===== src/rtl/src_defines.svh =====
// offsets, field positions, reset values and timing counts of the soft reset control block
`ifndef SRC_DEFINES_SVH
`define SRC_DEFINES_SVH

// ----------------------------------------
// register offsets
// ----------------------------------------
`define SRC_OFF_ENDIAN_CHECK 12'h064
`define SRC_OFF_TIMER_CONFIG 12'h08C
`define SRC_OFF_TIMER_COUNT 12'h090
`define SRC_OFF_FREE_RUN 12'h09C
`define SRC_OFF_SOFT_RESET_CONTROL 12'h1F8

// ----------------------------------------
// fields and reset values
// ----------------------------------------
`define SRC_ENDIAN_PATTERN 32'h8765_4321
`define SRC_TIMER_EN_BIT 29
`define SRC_PRESET_DEFAULT 16'hFFFF
`define SRC_BIT_CORE 0
`define SRC_BIT_PHY1 1
`define SRC_BIT_PHY2 2
`define SRC_BIT_VPHY 3

// ----------------------------------------
// timing
// ----------------------------------------
`define SRC_CLK_MHZ 200
`define SRC_FREE_MHZ 25
`define SRC_FREE_DIV (`SRC_CLK_MHZ / `SRC_FREE_MHZ)
`define SRC_PHY_HOLD_NS 102000
`define SRC_PHY_HOLD_CYCLES ((`SRC_PHY_HOLD_NS * `SRC_CLK_MHZ + 999) / 1000)
`define SRC_FREE_CLR_NS 160
`define SRC_FREE_CLR_CYCLES ((`SRC_FREE_CLR_NS * `SRC_CLK_MHZ) / 1000)
`define SRC_VPHY_HOLD_CYCLES 16
`define SRC_CORE_HOLD_CYCLES 16

`endif


===== src/rtl/src_pkg.sv =====
// types shared by the soft reset control block
package src_pkg;

	// one register access from the serial management side or the configuration loader
	typedef struct packed {
		logic valid;
		logic write;
		logic loader;
		logic [1:0] lanes;
		logic [11:0] addr;
		logic [31:0] wdata;
	} src_req_t;

	// answer, one cycle after the request
	typedef struct packed {
		logic valid;
		logic [31:0] rdata;
	} src_rsp_t;

	typedef enum logic [1:0] {
		SRC_RUN = 2'b01,
		SRC_CORE_HOLD = 2'b10
	} src_core_state_t;

endpackage


===== src/rtl/src_soft_reset_ctrl.sv =====
// counters and software reset control of the switch core
//
// Summary of operation
// - timer count view returns live down-counter in bits 15:0, resets to FFFF, read-only.
// - enabled timer loads preset and decrements; enable falling returns preset to FFFF.
// - 32-bit free counter starts at zero, increments every 25 MHz tick, read-only.
// - free counter wraps from its maximum to zero and keeps counting silently.
// - free counter may take up to 160 ns to read cleared after a reset.
// - writing one to bit 3 resets virtual PHY; bit clears at its release.
// - bit 2 resets second port PHY for at least 102 us, then self-clears.
// - bit 1 resets first port PHY for at least 102 us, then self-clears.
// - writes to a reset request bit are ignored while that bit is set.
// - bit 0 resets the core except PLL and PHYs; clears at core release.
// - after core reset the EEPROM reload starts automatically, without resetting PHYs.
// - core reset returns system registers to defaults, except bits kept through reset.
// - core reset aborts any EEPROM command in progress, reload included.
// - endian check returns 87654321h out of reset and never that pattern during it.
// - the configuration loader cannot write any reset request bit.
// - reset control stays readable during core reset; the data then may be invalid.
// - either 16-bit half of the reset control register may be read alone.
`timescale 1ns/100ps
`default_nettype none
`include "src_defines.svh"

module src_soft_reset_ctrl #(
	parameter int unsigned PHY_HOLD_CYCLES = `SRC_PHY_HOLD_CYCLES
) (
	input wire logic I_REF_CLK,
	input wire logic I_NRST,
	input wire src_pkg::src_req_t I_REQ,
	output src_pkg::src_rsp_t O_RSP,
	output logic O_VIRTUAL_PHY_RST,
	output logic O_FIRST_PORT_PHY_RST,
	output logic O_SECOND_PORT_PHY_RST,
	output logic O_CORE_RST,
	output logic O_EE_ABORT,
	output logic O_EE_RELOAD
);
	import src_pkg::*;

	localparam int FREE_CLR_BOUND = `SRC_FREE_CLR_CYCLES;

	src_core_state_t state;
	src_core_state_t next_state;
	logic core_rst;
	logic host_wr;
	logic wr_rst_ctl;
	logic wr_cfg;
	logic [3:0] set_req;
	logic [3:0] release_req;
	logic [3:0] rst_req;
	logic [2:0] div_cnt;
	logic tick;
	logic [31:0] free_count;
	logic timer_en;
	logic next_timer_en;
	logic [15:0] timer_preset;
	logic [15:0] timer_count;
	logic vphy_busy;
	logic vphy_done;
	logic phy1_busy;
	logic phy1_done;
	logic phy2_busy;
	logic phy2_done;
	logic core_busy;
	logic core_done;
	logic [31:0] read_word;

	// ----------------------------------------
	// write decode
	// ----------------------------------------

	// no register, the reset control register included, takes writes while the core is held
	assign core_rst = (state == SRC_CORE_HOLD);
	assign host_wr = I_REQ.valid && I_REQ.write && !core_rst;
	assign wr_rst_ctl = host_wr && !I_REQ.loader && I_REQ.lanes[0]
		&& (I_REQ.addr == `SRC_OFF_SOFT_RESET_CONTROL);
	assign wr_cfg = host_wr && (I_REQ.addr == `SRC_OFF_TIMER_CONFIG);
	// only ones start a reset, and a bit already set ignores the write
	assign set_req = {4{wr_rst_ctl}} & I_REQ.wdata[3:0] & ~rst_req;
	assign release_req = {vphy_done, phy2_done, phy1_done, core_done};

	// ----------------------------------------
	// reset request bits and hold timers
	// ----------------------------------------

	// self-clearing request bits; set and release never meet since set needs the bit clear
	always_ff @(posedge I_REF_CLK or negedge I_NRST) begin
		if (!I_NRST) begin
			rst_req <= 4'h0;
		end else begin
			rst_req <= (rst_req | set_req) & ~release_req;
		end
	end

	// the virtual PHY needs only a short pulse
	src_hold_timer #(.CYCLES(`SRC_VPHY_HOLD_CYCLES)) u_vphy_hold (
		.i_clk(I_REF_CLK),
		.i_nrst(I_NRST),
		.i_start(set_req[`SRC_BIT_VPHY]),
		.o_busy(vphy_busy),
		.o_done(vphy_done)
	);

	// port PHYs are held for the full analog settling time
	src_hold_timer #(.CYCLES(PHY_HOLD_CYCLES)) u_phy1_hold (
		.i_clk(I_REF_CLK),
		.i_nrst(I_NRST),
		.i_start(set_req[`SRC_BIT_PHY1]),
		.o_busy(phy1_busy),
		.o_done(phy1_done)
	);

	src_hold_timer #(.CYCLES(PHY_HOLD_CYCLES)) u_phy2_hold (
		.i_clk(I_REF_CLK),
		.i_nrst(I_NRST),
		.i_start(set_req[`SRC_BIT_PHY2]),
		.o_busy(phy2_busy),
		.o_done(phy2_done)
	);

	src_hold_timer #(.CYCLES(`SRC_CORE_HOLD_CYCLES)) u_core_hold (
		.i_clk(I_REF_CLK),
		.i_nrst(I_NRST),
		.i_start(set_req[`SRC_BIT_CORE]),
		.o_busy(core_busy),
		.o_done(core_done)
	);

	assign O_VIRTUAL_PHY_RST = vphy_busy;
	assign O_FIRST_PORT_PHY_RST = phy1_busy;
	assign O_SECOND_PORT_PHY_RST = phy2_busy;

	// ----------------------------------------
	// core reset sequencing
	// ----------------------------------------

	// next state
	always_comb begin
		next_state = state;
		unique case (state)
			SRC_RUN: begin
				if (set_req[`SRC_BIT_CORE]) begin
					next_state = SRC_CORE_HOLD;
				end
			end
			SRC_CORE_HOLD: begin
				if (core_done) begin
					next_state = SRC_RUN;
				end
			end
			default: begin
				next_state = SRC_RUN;
			end
		endcase
	end

	always_ff @(posedge I_REF_CLK or negedge I_NRST) begin
		if (!I_NRST) begin
			state <= SRC_RUN;
		end else begin
			state <= next_state;
		end
	end

	assign O_CORE_RST = core_rst;

	// abort on entry, reload on release; PHY holds are not touched by either
	always_ff @(posedge I_REF_CLK or negedge I_NRST) begin
		if (!I_NRST) begin
			O_EE_ABORT <= 1'b0;
			O_EE_RELOAD <= 1'b0;
		end else begin
			O_EE_ABORT <= set_req[`SRC_BIT_CORE];
			O_EE_RELOAD <= core_done;
		end
	end

	// ----------------------------------------
	// free-running counter
	// ----------------------------------------

	// 25 MHz enable from the 200 MHz clock
	assign tick = (div_cnt == 3'(`SRC_FREE_DIV - 1));

	always_ff @(posedge I_REF_CLK or negedge I_NRST) begin
		if (!I_NRST) begin
			div_cnt <= 3'h0;
		end else begin
			div_cnt <= tick ? 3'h0 : div_cnt + 3'h1;
		end
	end

	// cleared at once by the core reset, well inside the allowed settling time
	always_ff @(posedge I_REF_CLK or negedge I_NRST) begin
		if (!I_NRST) begin
			free_count <= 32'h0000_0000;
		end else if (core_rst) begin
			free_count <= 32'h0000_0000;
		end else if (tick) begin
			free_count <= free_count + 32'h0000_0001;
		end
	end

	// ----------------------------------------
	// general timer configuration and count
	// ----------------------------------------

	always_comb begin
		next_timer_en = timer_en;
		if (wr_cfg && I_REQ.lanes[1]) begin
			next_timer_en = I_REQ.wdata[`SRC_TIMER_EN_BIT];
		end
	end

	// the falling enable wins over a preset written in the same access
	always_ff @(posedge I_REF_CLK or negedge I_NRST) begin
		if (!I_NRST) begin
			timer_en <= 1'b0;
			timer_preset <= `SRC_PRESET_DEFAULT;
		end else if (core_rst) begin
			timer_en <= 1'b0;
			timer_preset <= `SRC_PRESET_DEFAULT;
		end else begin
			timer_en <= next_timer_en;
			if (timer_en && !next_timer_en) begin
				timer_preset <= `SRC_PRESET_DEFAULT;
			end else if (wr_cfg && I_REQ.lanes[0]) begin
				timer_preset <= I_REQ.wdata[15:0];
			end
		end
	end

	src_down_timer u_general_down_timer (
		.i_clk(I_REF_CLK),
		.i_nrst(I_NRST),
		.i_clear(core_rst),
		.i_tick(tick),
		.i_en(timer_en),
		.i_preset(timer_preset),
		.o_count(timer_count)
	);

	// ----------------------------------------
	// read path
	// ----------------------------------------

	// during core reset only reset control answers; endian check then reads zero
	always_comb begin
		read_word = 32'h0000_0000;
		if (I_REQ.addr == `SRC_OFF_SOFT_RESET_CONTROL) begin
			read_word = {28'h000_0000, rst_req};
		end else if (!core_rst) begin
			unique case (I_REQ.addr)
				`SRC_OFF_ENDIAN_CHECK: read_word = `SRC_ENDIAN_PATTERN;
				`SRC_OFF_TIMER_CONFIG: read_word = {2'b00, timer_en, 13'h0000, timer_preset};
				`SRC_OFF_TIMER_COUNT: read_word = {16'h0000, timer_count};
				`SRC_OFF_FREE_RUN: read_word = free_count;
				default: read_word = 32'h0000_0000;
			endcase
		end
	end

	// one-cycle answer; unselected half reads zero
	always_ff @(posedge I_REF_CLK or negedge I_NRST) begin
		if (!I_NRST) begin
			O_RSP <= '0;
		end else begin
			O_RSP.valid <= I_REQ.valid;
			if (I_REQ.valid && !I_REQ.write) begin
				O_RSP.rdata <= read_word & {{16{I_REQ.lanes[1]}}, {16{I_REQ.lanes[0]}}};
			end
		end
	end

	// ----------------------------------------
	// checks
	// ----------------------------------------

	logic [15:0] phy1_len;
	logic [15:0] phy2_len;

	// cycles each port PHY reset has been held
	always_ff @(posedge I_REF_CLK or negedge I_NRST) begin
		if (!I_NRST) begin
			phy1_len <= 16'h0000;
			phy2_len <= 16'h0000;
		end else begin
			phy1_len <= phy1_busy ? phy1_len + 16'h0001 : 16'h0000;
			phy2_len <= phy2_busy ? phy2_len + 16'h0001 : 16'h0000;
		end
	end

	property p_free_wrap;
		@(posedge I_REF_CLK) disable iff (!I_NRST)
		tick && !core_rst && (free_count == 32'hFFFF_FFFF) |=> (free_count == 32'h0000_0000);
	endproperty
	a_free_wrap: assert property (p_free_wrap) else $error("free counter did not wrap");

	property p_free_step;
		@(posedge I_REF_CLK) disable iff (!I_NRST)
		!core_rst ##1 !core_rst |-> free_count == $past(free_count) + 32'($past(tick));
	endproperty
	a_free_step: assert property (p_free_step) else $error("free counter step wrong");

	property p_free_clear;
		@(posedge I_REF_CLK) disable iff (!I_NRST)
		$rose(core_rst) |-> ##[0:FREE_CLR_BOUND] (free_count == 32'h0000_0000);
	endproperty
	a_free_clear: assert property (p_free_clear) else $error("free counter not cleared");

	property p_phy1_hold;
		@(posedge I_REF_CLK) disable iff (!I_NRST)
		$fell(phy1_busy) |-> (phy1_len >= 16'(PHY_HOLD_CYCLES)) && !rst_req[`SRC_BIT_PHY1];
	endproperty
	a_phy1_hold: assert property (p_phy1_hold) else $error("first PHY reset too short");

	property p_phy2_hold;
		@(posedge I_REF_CLK) disable iff (!I_NRST)
		$fell(phy2_busy) |-> (phy2_len >= 16'(PHY_HOLD_CYCLES)) && !rst_req[`SRC_BIT_PHY2];
	endproperty
	a_phy2_hold: assert property (p_phy2_hold) else $error("second PHY reset too short");

	property p_vphy_clear;
		@(posedge I_REF_CLK) disable iff (!I_NRST)
		$fell(O_VIRTUAL_PHY_RST) |-> !rst_req[`SRC_BIT_VPHY];
	endproperty
	a_vphy_clear: assert property (p_vphy_clear) else $error("virtual PHY bit stuck");

	property p_loader_blocked;
		@(posedge I_REF_CLK) disable iff (!I_NRST)
		I_REQ.valid && I_REQ.write && I_REQ.loader && (rst_req == 4'h0) |=> (rst_req == 4'h0);
	endproperty
	a_loader_blocked: assert property (p_loader_blocked) else $error("loader set a reset bit");

	// the release cycle is left out: there the hold ends on time whatever is written
	property p_ignore_while_set;
		@(posedge I_REF_CLK) disable iff (!I_NRST)
		rst_req[`SRC_BIT_PHY1] && wr_rst_ctl && !phy1_done
		|=> phy1_busy && rst_req[`SRC_BIT_PHY1] && !$stable(phy1_len);
	endproperty
	a_ignore_while_set: assert property (p_ignore_while_set) else $error("write restarted hold");

	property p_endian_in_reset;
		@(posedge I_REF_CLK) disable iff (!I_NRST)
		I_REQ.valid && !I_REQ.write && core_rst |=> (O_RSP.rdata != `SRC_ENDIAN_PATTERN);
	endproperty
	a_endian_in_reset: assert property (p_endian_in_reset) else $error("endian pattern in reset");

	property p_core_abort_reload;
		@(posedge I_REF_CLK) disable iff (!I_NRST)
		$rose(O_CORE_RST) |-> O_EE_ABORT ##1 (O_CORE_RST && !O_EE_RELOAD) [*8] ##[1:300] O_EE_RELOAD;
	endproperty
	a_core_abort_reload: assert property (p_core_abort_reload) else $error("abort or reload missing");

	property p_preset_back;
		@(posedge I_REF_CLK) disable iff (!I_NRST)
		$fell(timer_en) |-> (timer_preset == `SRC_PRESET_DEFAULT);
	endproperty
	a_preset_back: assert property (p_preset_back) else $error("preset not restored");

	property p_half_read;
		@(posedge I_REF_CLK) disable iff (!I_NRST)
		I_REQ.valid && !I_REQ.write && (I_REQ.lanes == 2'b01) |=> O_RSP.valid && (O_RSP.rdata[31:16] == 16'h0000);
	endproperty
	a_half_read: assert property (p_half_read) else $error("upper half leaked");

	c_phy1_done: cover property (@(posedge I_REF_CLK) disable iff (!I_NRST) phy1_done);
	c_core_cycle: cover property (@(posedge I_REF_CLK) disable iff (!I_NRST) $fell(O_CORE_RST));
	c_free_wrap: cover property (@(posedge I_REF_CLK) disable iff (!I_NRST) tick && (free_count == 32'hFFFF_FFFF));
endmodule

`default_nettype wire


===== src/rtl/src_hold_timer.sv =====
// fixed-length reset hold timer with a release pulse
`timescale 1ns/100ps
`default_nettype none

module src_hold_timer #(
	parameter int unsigned CYCLES = 16
) (
	input wire logic i_clk,
	input wire logic i_nrst,
	input wire logic i_start,
	output logic o_busy,
	output logic o_done
);
	localparam int unsigned W = $clog2(CYCLES + 1);
	logic [W-1:0] remain;

	// release in the last busy cycle, so busy stands exactly CYCLES cycles
	assign o_done = o_busy && (remain == W'(1));

	// count down; a start while busy is ignored
	always_ff @(posedge i_clk or negedge i_nrst) begin
		if (!i_nrst) begin
			remain <= '0;
		end else if (i_start && !o_busy) begin
			remain <= W'(CYCLES);
		end else if (o_busy) begin
			remain <= remain - 1'b1;
		end
	end

	// busy flag
	always_ff @(posedge i_clk or negedge i_nrst) begin
		if (!i_nrst) begin
			o_busy <= 1'b0;
		end else if (i_start && !o_busy) begin
			o_busy <= 1'b1;
		end else if (o_done) begin
			o_busy <= 1'b0;
		end
	end
endmodule

`default_nettype wire


===== src/rtl/src_down_timer.sv =====
// general purpose down-counter loaded from its preset
`timescale 1ns/100ps
`default_nettype none

module src_down_timer (
	input wire logic i_clk,
	input wire logic i_nrst,
	input wire logic i_clear,
	input wire logic i_tick,
	input wire logic i_en,
	input wire logic [15:0] i_preset,
	output logic [15:0] o_count
);
	logic en_q;

	// remember the enable to catch its rising edge
	always_ff @(posedge i_clk or negedge i_nrst) begin
		if (!i_nrst) begin
			en_q <= 1'b0;
		end else begin
			en_q <= i_en && !i_clear;
		end
	end

	// load on enable, decrement on tick, reload from preset past zero
	always_ff @(posedge i_clk or negedge i_nrst) begin
		if (!i_nrst) begin
			o_count <= 16'hFFFF;
		end else if (i_clear) begin
			o_count <= 16'hFFFF;
		end else if (i_en && !en_q) begin
			o_count <= i_preset;
		end else if (i_en && i_tick) begin
			o_count <= (o_count == 16'h0000) ? i_preset : o_count - 16'h0001;
		end
	end
endmodule

`default_nettype wire


===== config.mk =====
export PLATFORM = sky130hd
export DESIGN_NAME = src_soft_reset_ctrl
export DESIGN_NICKNAME = d
export VERILOG_FILES = /design/src/rtl/src_pkg.sv /design/src/rtl/src_soft_reset_ctrl.sv /design/src/rtl/src_hold_timer.sv /design/src/rtl/src_down_timer.sv
export VERILOG_INCLUDE_DIRS = /design/src /design/src/rtl
export SDC_FILE = /design/constraint.sdc
export NUM_CORES = 1
export LEC_CHECK = 0
export BUFFER_PORTS_ARGS = -buffer_cell sky130_fd_sc_hd__buf_2
export CAP_MARGIN = 20
export CORE_MARGIN = 2
export CORE_UTILIZATION = 50
export CTS_BUF_LIST = sky130_fd_sc_hd__clkbuf_8
export DETAILED_ROUTE_END_ITERATION = 7
export GPL_ROUTABILITY_DRIVEN = 0
export GPL_TIMING_DRIVEN = 0
export PLACE_DENSITY = 0.7
export SLEW_MARGIN = 20
export SYNTH_ARGS = -nofsm -noshare
export SYNTH_HDL_FRONTEND = slang
export SYNTH_SLANG_ARGS = --single-unit

===== constraint.sdc =====
create_clock -name I_REF_CLK -period 6.1 [get_ports I_REF_CLK]
set_clock_uncertainty 0.05 [all_clocks]
set_input_delay 0.61 -clock I_REF_CLK [delete_from_list [all_inputs] [get_ports I_REF_CLK]]
set_output_delay 0.61 -clock I_REF_CLK [all_outputs]
set_load 0.03 [all_outputs]

# Word level (Yosys, flattened, before mapping)
# Index checks and enable logic that the tools add are counted.
# word_totals
out_inout_bits	39
in_bits	51
elab_cells	125
ff_bits	154
# classes
reduce_logical	43
eq_ne	14
muxes	34
n_bitwise	7
add_sub_neg	7
# ops
cell	count
32-bit two-way mux	4
32-bit case mux with 4 select lines	1
16-bit two-way mux	7
15-bit two-way mux	4
12-bit by 8-bit equality test with 1-bit output (second input constant)	3
32-bit by 1-bit adder with 32-bit output (second input constant)	1
32-bit bitwise AND	1
15-bit by 1-bit equality test with 1-bit output (second input constant)	2
15-bit by 1-bit subtractor with 15-bit output (second input constant)	2
1-bit logical AND	21
5-bit two-way mux	4
2-bit nonzero test	9
16-bit logical NOT	1
16-bit by 1-bit subtractor with 16-bit output (second input constant)	1
4-bit bitwise AND	3
12-bit by 7-bit equality test with 1-bit output (second input constant)	1
12-bit by 9-bit equality test with 1-bit output (second input constant)	1
5-bit by 1-bit equality test with 1-bit output (second input constant)	2
1-bit two-way mux	10
5-bit by 1-bit subtractor with 5-bit output (second input constant)	2
1-bit logical NOT	9
4-bit NOT	2
3-bit nonzero test	2
2-bit two-way mux	2
other kinds (9)	10

# Depth between registers and ports, before layout
# logic_depth
depth_word	10
depth_mapped	10
depth_no_buf	7

# Hierarchy
# Synthesis repeated with hierarchy kept, for this count alone.
# hier_totals
cells_unflattened	843
area_unflattened_um2	8261.7
# by_module_without_submodules
module	cells_each	area_each_um2	instances	seq_area_each_um2
src_soft_reset_ctrl	489	4767.1	1	2348.5
src_hold_timer (u_phy1_hold ...)	79	835.8	2	400.4
src_down_timer	136	1227.4	1	445.4
src_hold_timer (u_core_hold ...)	30	297.8	2	150.1

# Worst setup path before layout
# Ideal clock, no wire load.
# synth_path
path_kind	in2reg
from	input port I_REQ[41] in the netlist's numbering
to	register timer_preset[10]
path_stages	7
path_slack_ns	3.725
setup_time_ns	0.061
path_buffers	2
required_time_ns	5.989
arrival_time_ns	2.264
path_cell_list	or4_4 > nor4_4 > buf_6 > nand3_4 > o31a_4 > buf_6 > nand3_2
# synth_via
elab_chain_cells	8
elab_cells_between_ends	10
classes_between	eq/ne: 1; mux: 3; reduce/logical: 6
# synth_lines
item	line_no	rtl
start, declared	src_soft_reset_ctrl.sv:30	input wire src_pkg::src_req_t I_REQ,
12-bit by 8-bit equality test with 1-bit output *	n/a	
1-bit logical AND *	src_soft_reset_ctrl.sv:78	assign wr_cfg = host_wr && (I_REQ.addr == `SRC_OFF_TIMER_CONFIG);
1-bit logical AND	src_soft_reset_ctrl.sv:211	if (wr_cfg && I_REQ.lanes[1]) begin
1-bit two-way mux	src_soft_reset_ctrl.sv:211	
1-bit logical NOT	src_soft_reset_ctrl.sv:226	if (timer_en && !next_timer_en) begin
1-bit logical AND	src_soft_reset_ctrl.sv:226	
16-bit two-way mux	src_soft_reset_ctrl.sv:226	
16-bit two-way mux	src_soft_reset_ctrl.sv:221	end else if (core_rst) begin
end signal, assigned	src_soft_reset_ctrl.sv:220	timer_preset <= `SRC_PRESET_DEFAULT;
end signal, assigned	src_soft_reset_ctrl.sv:223	timer_preset <= `SRC_PRESET_DEFAULT;
end signal, assigned	src_soft_reset_ctrl.sv:227	timer_preset <= `SRC_PRESET_DEFAULT;
end, declared	src_soft_reset_ctrl.sv:57	logic [15:0] timer_preset;
# Every way passes the cells marked *; elsewhere a longest branch is shown, timed or not.
# A chain may end at the register's enable or synchronous reset.

# Worst setup path after layout
# layout_path
from	register state[0]
to	output port O_CORE_RST
# layout_via
elab_chain_cells	1
# layout_lines
item	line_no	rtl
start, declared	src_soft_reset_ctrl.sv:43	src_core_state_t state;
start signal, assigned	src_soft_reset_ctrl.sv:162	state <= next_state;
2-bit equality test	src_soft_reset_ctrl.sv:74	assign core_rst = (state == SRC_CORE_HOLD);
end, declared	src_soft_reset_ctrl.sv:35	output logic O_CORE_RST,
# No other way between the ends.

==> parameters.txt <==
Parameter                              Value

Synth
  Synthesized-area fraction occupied by ao, oa, aoi and oai cells    14.6%
  Post-synthesis area per instance    9.80 um^2
  Total nets after synthesis    866
  Top cells by area in the synthesized netlist    dfrtp_1 (39%), dfstp_2 (11%), nand2_1 (5.0%)
  Synthesized flop and latch total    approximately 150
  Sequential share of the synthesized area    49.5%
  Main combinational cell family by area after synthesis    simple AND/OR/NAND/NOR gates
  Share of synthesized cell area in full adder, half adder and majority cells    about 2.1%
  Post-synth EDFFs    0
  Post-synthesis async set-or-reset flop share    100%
  Library cell occupying the most area in the post-synthesis netlist    dfrtp_1
  Yosys warnings    0
  Share of the synthesized area in the top cell type    38.5%
  Area share of xor/xnor cells in the synthesized design    4.35%
  Post-Synth Simple-Gate Area    24.6%
  Number of distinct standard cells referenced by the synthesized netlist    72
  Multiplexer share of the synthesized area    1.54%
  Number of cells produced by synthesis    802
  Post-synth design cell area    7860 um^2
  Most used flip-flop cell after synthesis    dfrtp_1

GRT
  First-pass GRT wire length    31900 um
  Largest net degree at the start of global routing    92
  GRT Overall Usage    24.4%
  Residual overflow from global routing    0
  Initial antenna violation count    0
  Vias in the first global route    6189

Setup path
  Critical path, cell by cell    nand2b_1, buf_2, inv_1, clkbuf_1, buf_1, buf_2
  CP arrival    2.64 ns
  CP Max Fanout    10
  Required @ worst endpoint    roughly 5.4 ns
  Delay of the slowest critical-path stage    a little under 0.6 ns
  Critical path start-end classification    reg -> out
  Worst setup EP type    output pin
  Standard cell with the maximum stage delay on the critical path    clkbuf_1
  Cell class contributing the biggest share of worst-path delay    buffers and inverters
  Most frequent cell on the critical path    buf_2
  Startpoint class of the critical path    register
  Number of buffers and inverters on the critical path    5

Power and ir drop
  Lkg Pwr    4.00 nW
  Comb power frac    7.9%
  Switching part of the total power    between 20% and 30%
  Max rail drop VDD    between 0.1 and 0.15 mV
  Power Dens Cells    ~240 nW/um^2
  Share of power burned in registers    roughly half
  Net switching power of the design    between 0.5 and 0.6 mW
  Internal power    1.58 mW
  Clk pwr share    a little over two fifths
  Sum of internal, switching and leakage power    about 2.1 mW

Place
  Placed cell area    8530 um^2
  HPWL after detailed placement    14000 um
  Buffers on Ports    between 70 and 80
  Dpl ws    3.26 ns
  Placed insts    between 1000 and 1500

Clocking
  Number of hold buffers added after CTS    0
  Clock tree from TritonCTS    done
  Clock Latency Late Sink    0.46 ns
  H-tree levels    4
  Max Root-Sink Buffers    2
  Sink Count    between 150 and 200
  Number of clock buffers inserted by TritonCTS    17
  Clock Root Buffer    clkbuf_8
  Clock transition time at the flip-flop clock pins of the worst setup and hold paths    about 0.090 ns
  Post-cts resize count    0
  Number of buffers added for setup after CTS    0

Floorplan
  Horizontal die dimension    approximately 130 um
  Core footprint    15300 um^2
  Starting utilization of the core area    51.5%
  Die ar.    16700 um^2
  Placement Rows    45
  Number of primary I/O pins    90
  Y dimension of the die    129 um

Cells and area
  Share of the core filled with cells in the final layout    between 50% and 60%
  Most common cell after layout, fill and taps aside    dfrtp_1
  Number of nets in the layout    960
  Layout Area Growth over Synthesis    14.6%
  Fraction of layout cells with a size suffix above 1    about 20%
  Commonest non-fill, non-tap cells in the layout    dfrtp_1 (121), nand2_1 (104), buf_2 (84)
  Inserted Diodes    0
  Post-route cell area    9010 um^2
  Number of non-filler instances in the completed layout    1120

Routing
  Detailed Route WL    19500 um
  Met2 Wirelength    between 8000 and 9000 um
  Post-DRT Antenna Nets    0
  Average vias per placed instance    5.86
  Routed length per placed instance    17.4 um
  Iteration-0 DRC count of the detailed router    695
  Residual DRC    0
  Highest routed metal layer    met4
  Wire length on met1    between 9000 and 10000 um
  Detailed Routing Iterations Pass 1    8
  Routed met3 length    1340 um
  Total via count after detailed routing    6562

Timing
  Final Hold Violating Endpoints    0
  Fin Hold WS    0.0209 ns
  Final total negative setup slack    0 ns
  Max-slew headroom at the worst pin    48.6%
  Period minus WS final    3.30 ns
  Worst-margin pin slew    0.764 ns
  Final critical-path share of the clock period    between 50 and 60%
  Final count of pins violating max slew    0
  PnR worst setup slack    2.80 ns
  Final count of negative-setup-slack endpoints    0
  Unrepaired setup endpoints after global routing    no
  Highest clock rate    303 MHz

Hold path
  Path class of the lowest-slack min-delay path    in -> async

Run
  Max-cap violations    0

Status
  Status    finished clean
[layout make-up]
| cell class | instances | area [um^2] |
|---|---|---|
| clock inverters | 15 | 243 |
| multi-input cells | 586 | 3700 |
| well taps | 211 | 264 |
| inverters | 25 | 93.8 |
| plain buffers | 37 | 168 |
| clock buffers | 17 | 234 |
| flip-flops and latches | 154 | 3890 |
| repair buffers | 75 | 408 |
| fillers | 1334 | 6250 |
[Yosys cell counts, types with 12 or more instances]
| cell type | number |
|---|---|
| or4_1 | 12 |
| o21ai_0 | 37 |
| a21oi_1 | 31 |
| or3_1 | 13 |
| o21ai_1 | 12 |
| ha_1 | 13 |
| nand4_1 | 12 |
| dfrtp_1 | 121 |
| nor2_1 | 69 |
| inv_1 | 24 |
| nor3_1 | 29 |
| clkbuf_1 | 22 |
| nand3_1 | 26 |
| dfstp_2 | 33 |
| xnor2_1 | 14 |
| a22o_1 | 13 |
| xor2_1 | 25 |
| nand2_1 | 104 |
[kinds of logic (layout without fill, tap and decap cells)]
kind of cell / Yosys count / after routing
multiplexers: 12 / 12
adder cells (fa/ha/maj): 13 / 13
buffers and inverters: 62 / 169
AND/OR/NAND/NOR: 352 / 352
flip-flops: 154 / 154
XOR/XNOR: 39 / 39
AO/OA/AOI/OAI: 170 / 170
[flip-flops by register name, indices dropped and copies added, names as in the netlist]
signal	flops
O_RSP	33
free_count	32
timer_preset	16
u_general_down_timer.o_count	16
u_phy1_hold.remain	15
u_phy2_hold.remain	15
u_core_hold.remain	5
u_vphy_hold.remain	5
rst_req	4
div_cnt	3
state	2
O_EE_ABORT	1
O_EE_RELOAD	1
timer_en	1
u_core_hold.o_busy	1
u_general_down_timer.en_q	1
u_phy1_hold.o_busy	1
u_phy2_hold.o_busy	1
u_vphy_hold.o_busy	1
[per-layer routing]
| layer | vias up | track usage, % |
|---|---|---|
| li1 | 3096 | - |
| met1 | 3195 | 36.0 |
| met2 | 232 | 35.0 |
| met3 | 39 | 6.19 |
| met4 | 0 | 8.70 |
| met5 | - | 0 |
[power groups by stage]
| stage | clock network (mW) | registers (mW) | logic, mW |
|---|---|---|---|
| after floorplan | 0 | 1.06 | 0.102 |
| after global placement | 0 | 1.06 | 0.164 |
| after detailed placement | 0 | 1.06 | 0.167 |
| after CTS | 0.935 | 1.04 | 0.167 |
| after global routing | 0.982 | 1.04 | 0.188 |
| final | 0.917 | 1.04 | 0.169 |
[path summary, 6_finish.rpt]
path,end,slack [ns],startpoint,cells after the start
worst max-delay path,O_CORE_RST,2.80,state[0]$_DFFE_PN1P_,6
worst min-delay path,u_phy1_hold.remain[8]$_DFFE_PN0P_,0.02,I_NRST,1
worst max register to register,timer_preset[11]$_DFFE_PN1P_,3.39,state[0]$_DFFE_PN1P_,10
worst min register to register,div_cnt[0]$_DFF_PN0_,0.39,div_cnt[0]$_DFF_PN0_,1
max in group asynchronous,u_general_down_timer.o_count[9]$_DFFE_PN1P_,5.15,I_NRST,2
min in group I_REF_CLK,O_RSP[32]$_DFF_PN0_,0.24,I_REQ[48],1
(Power assumes the default switching activity.)
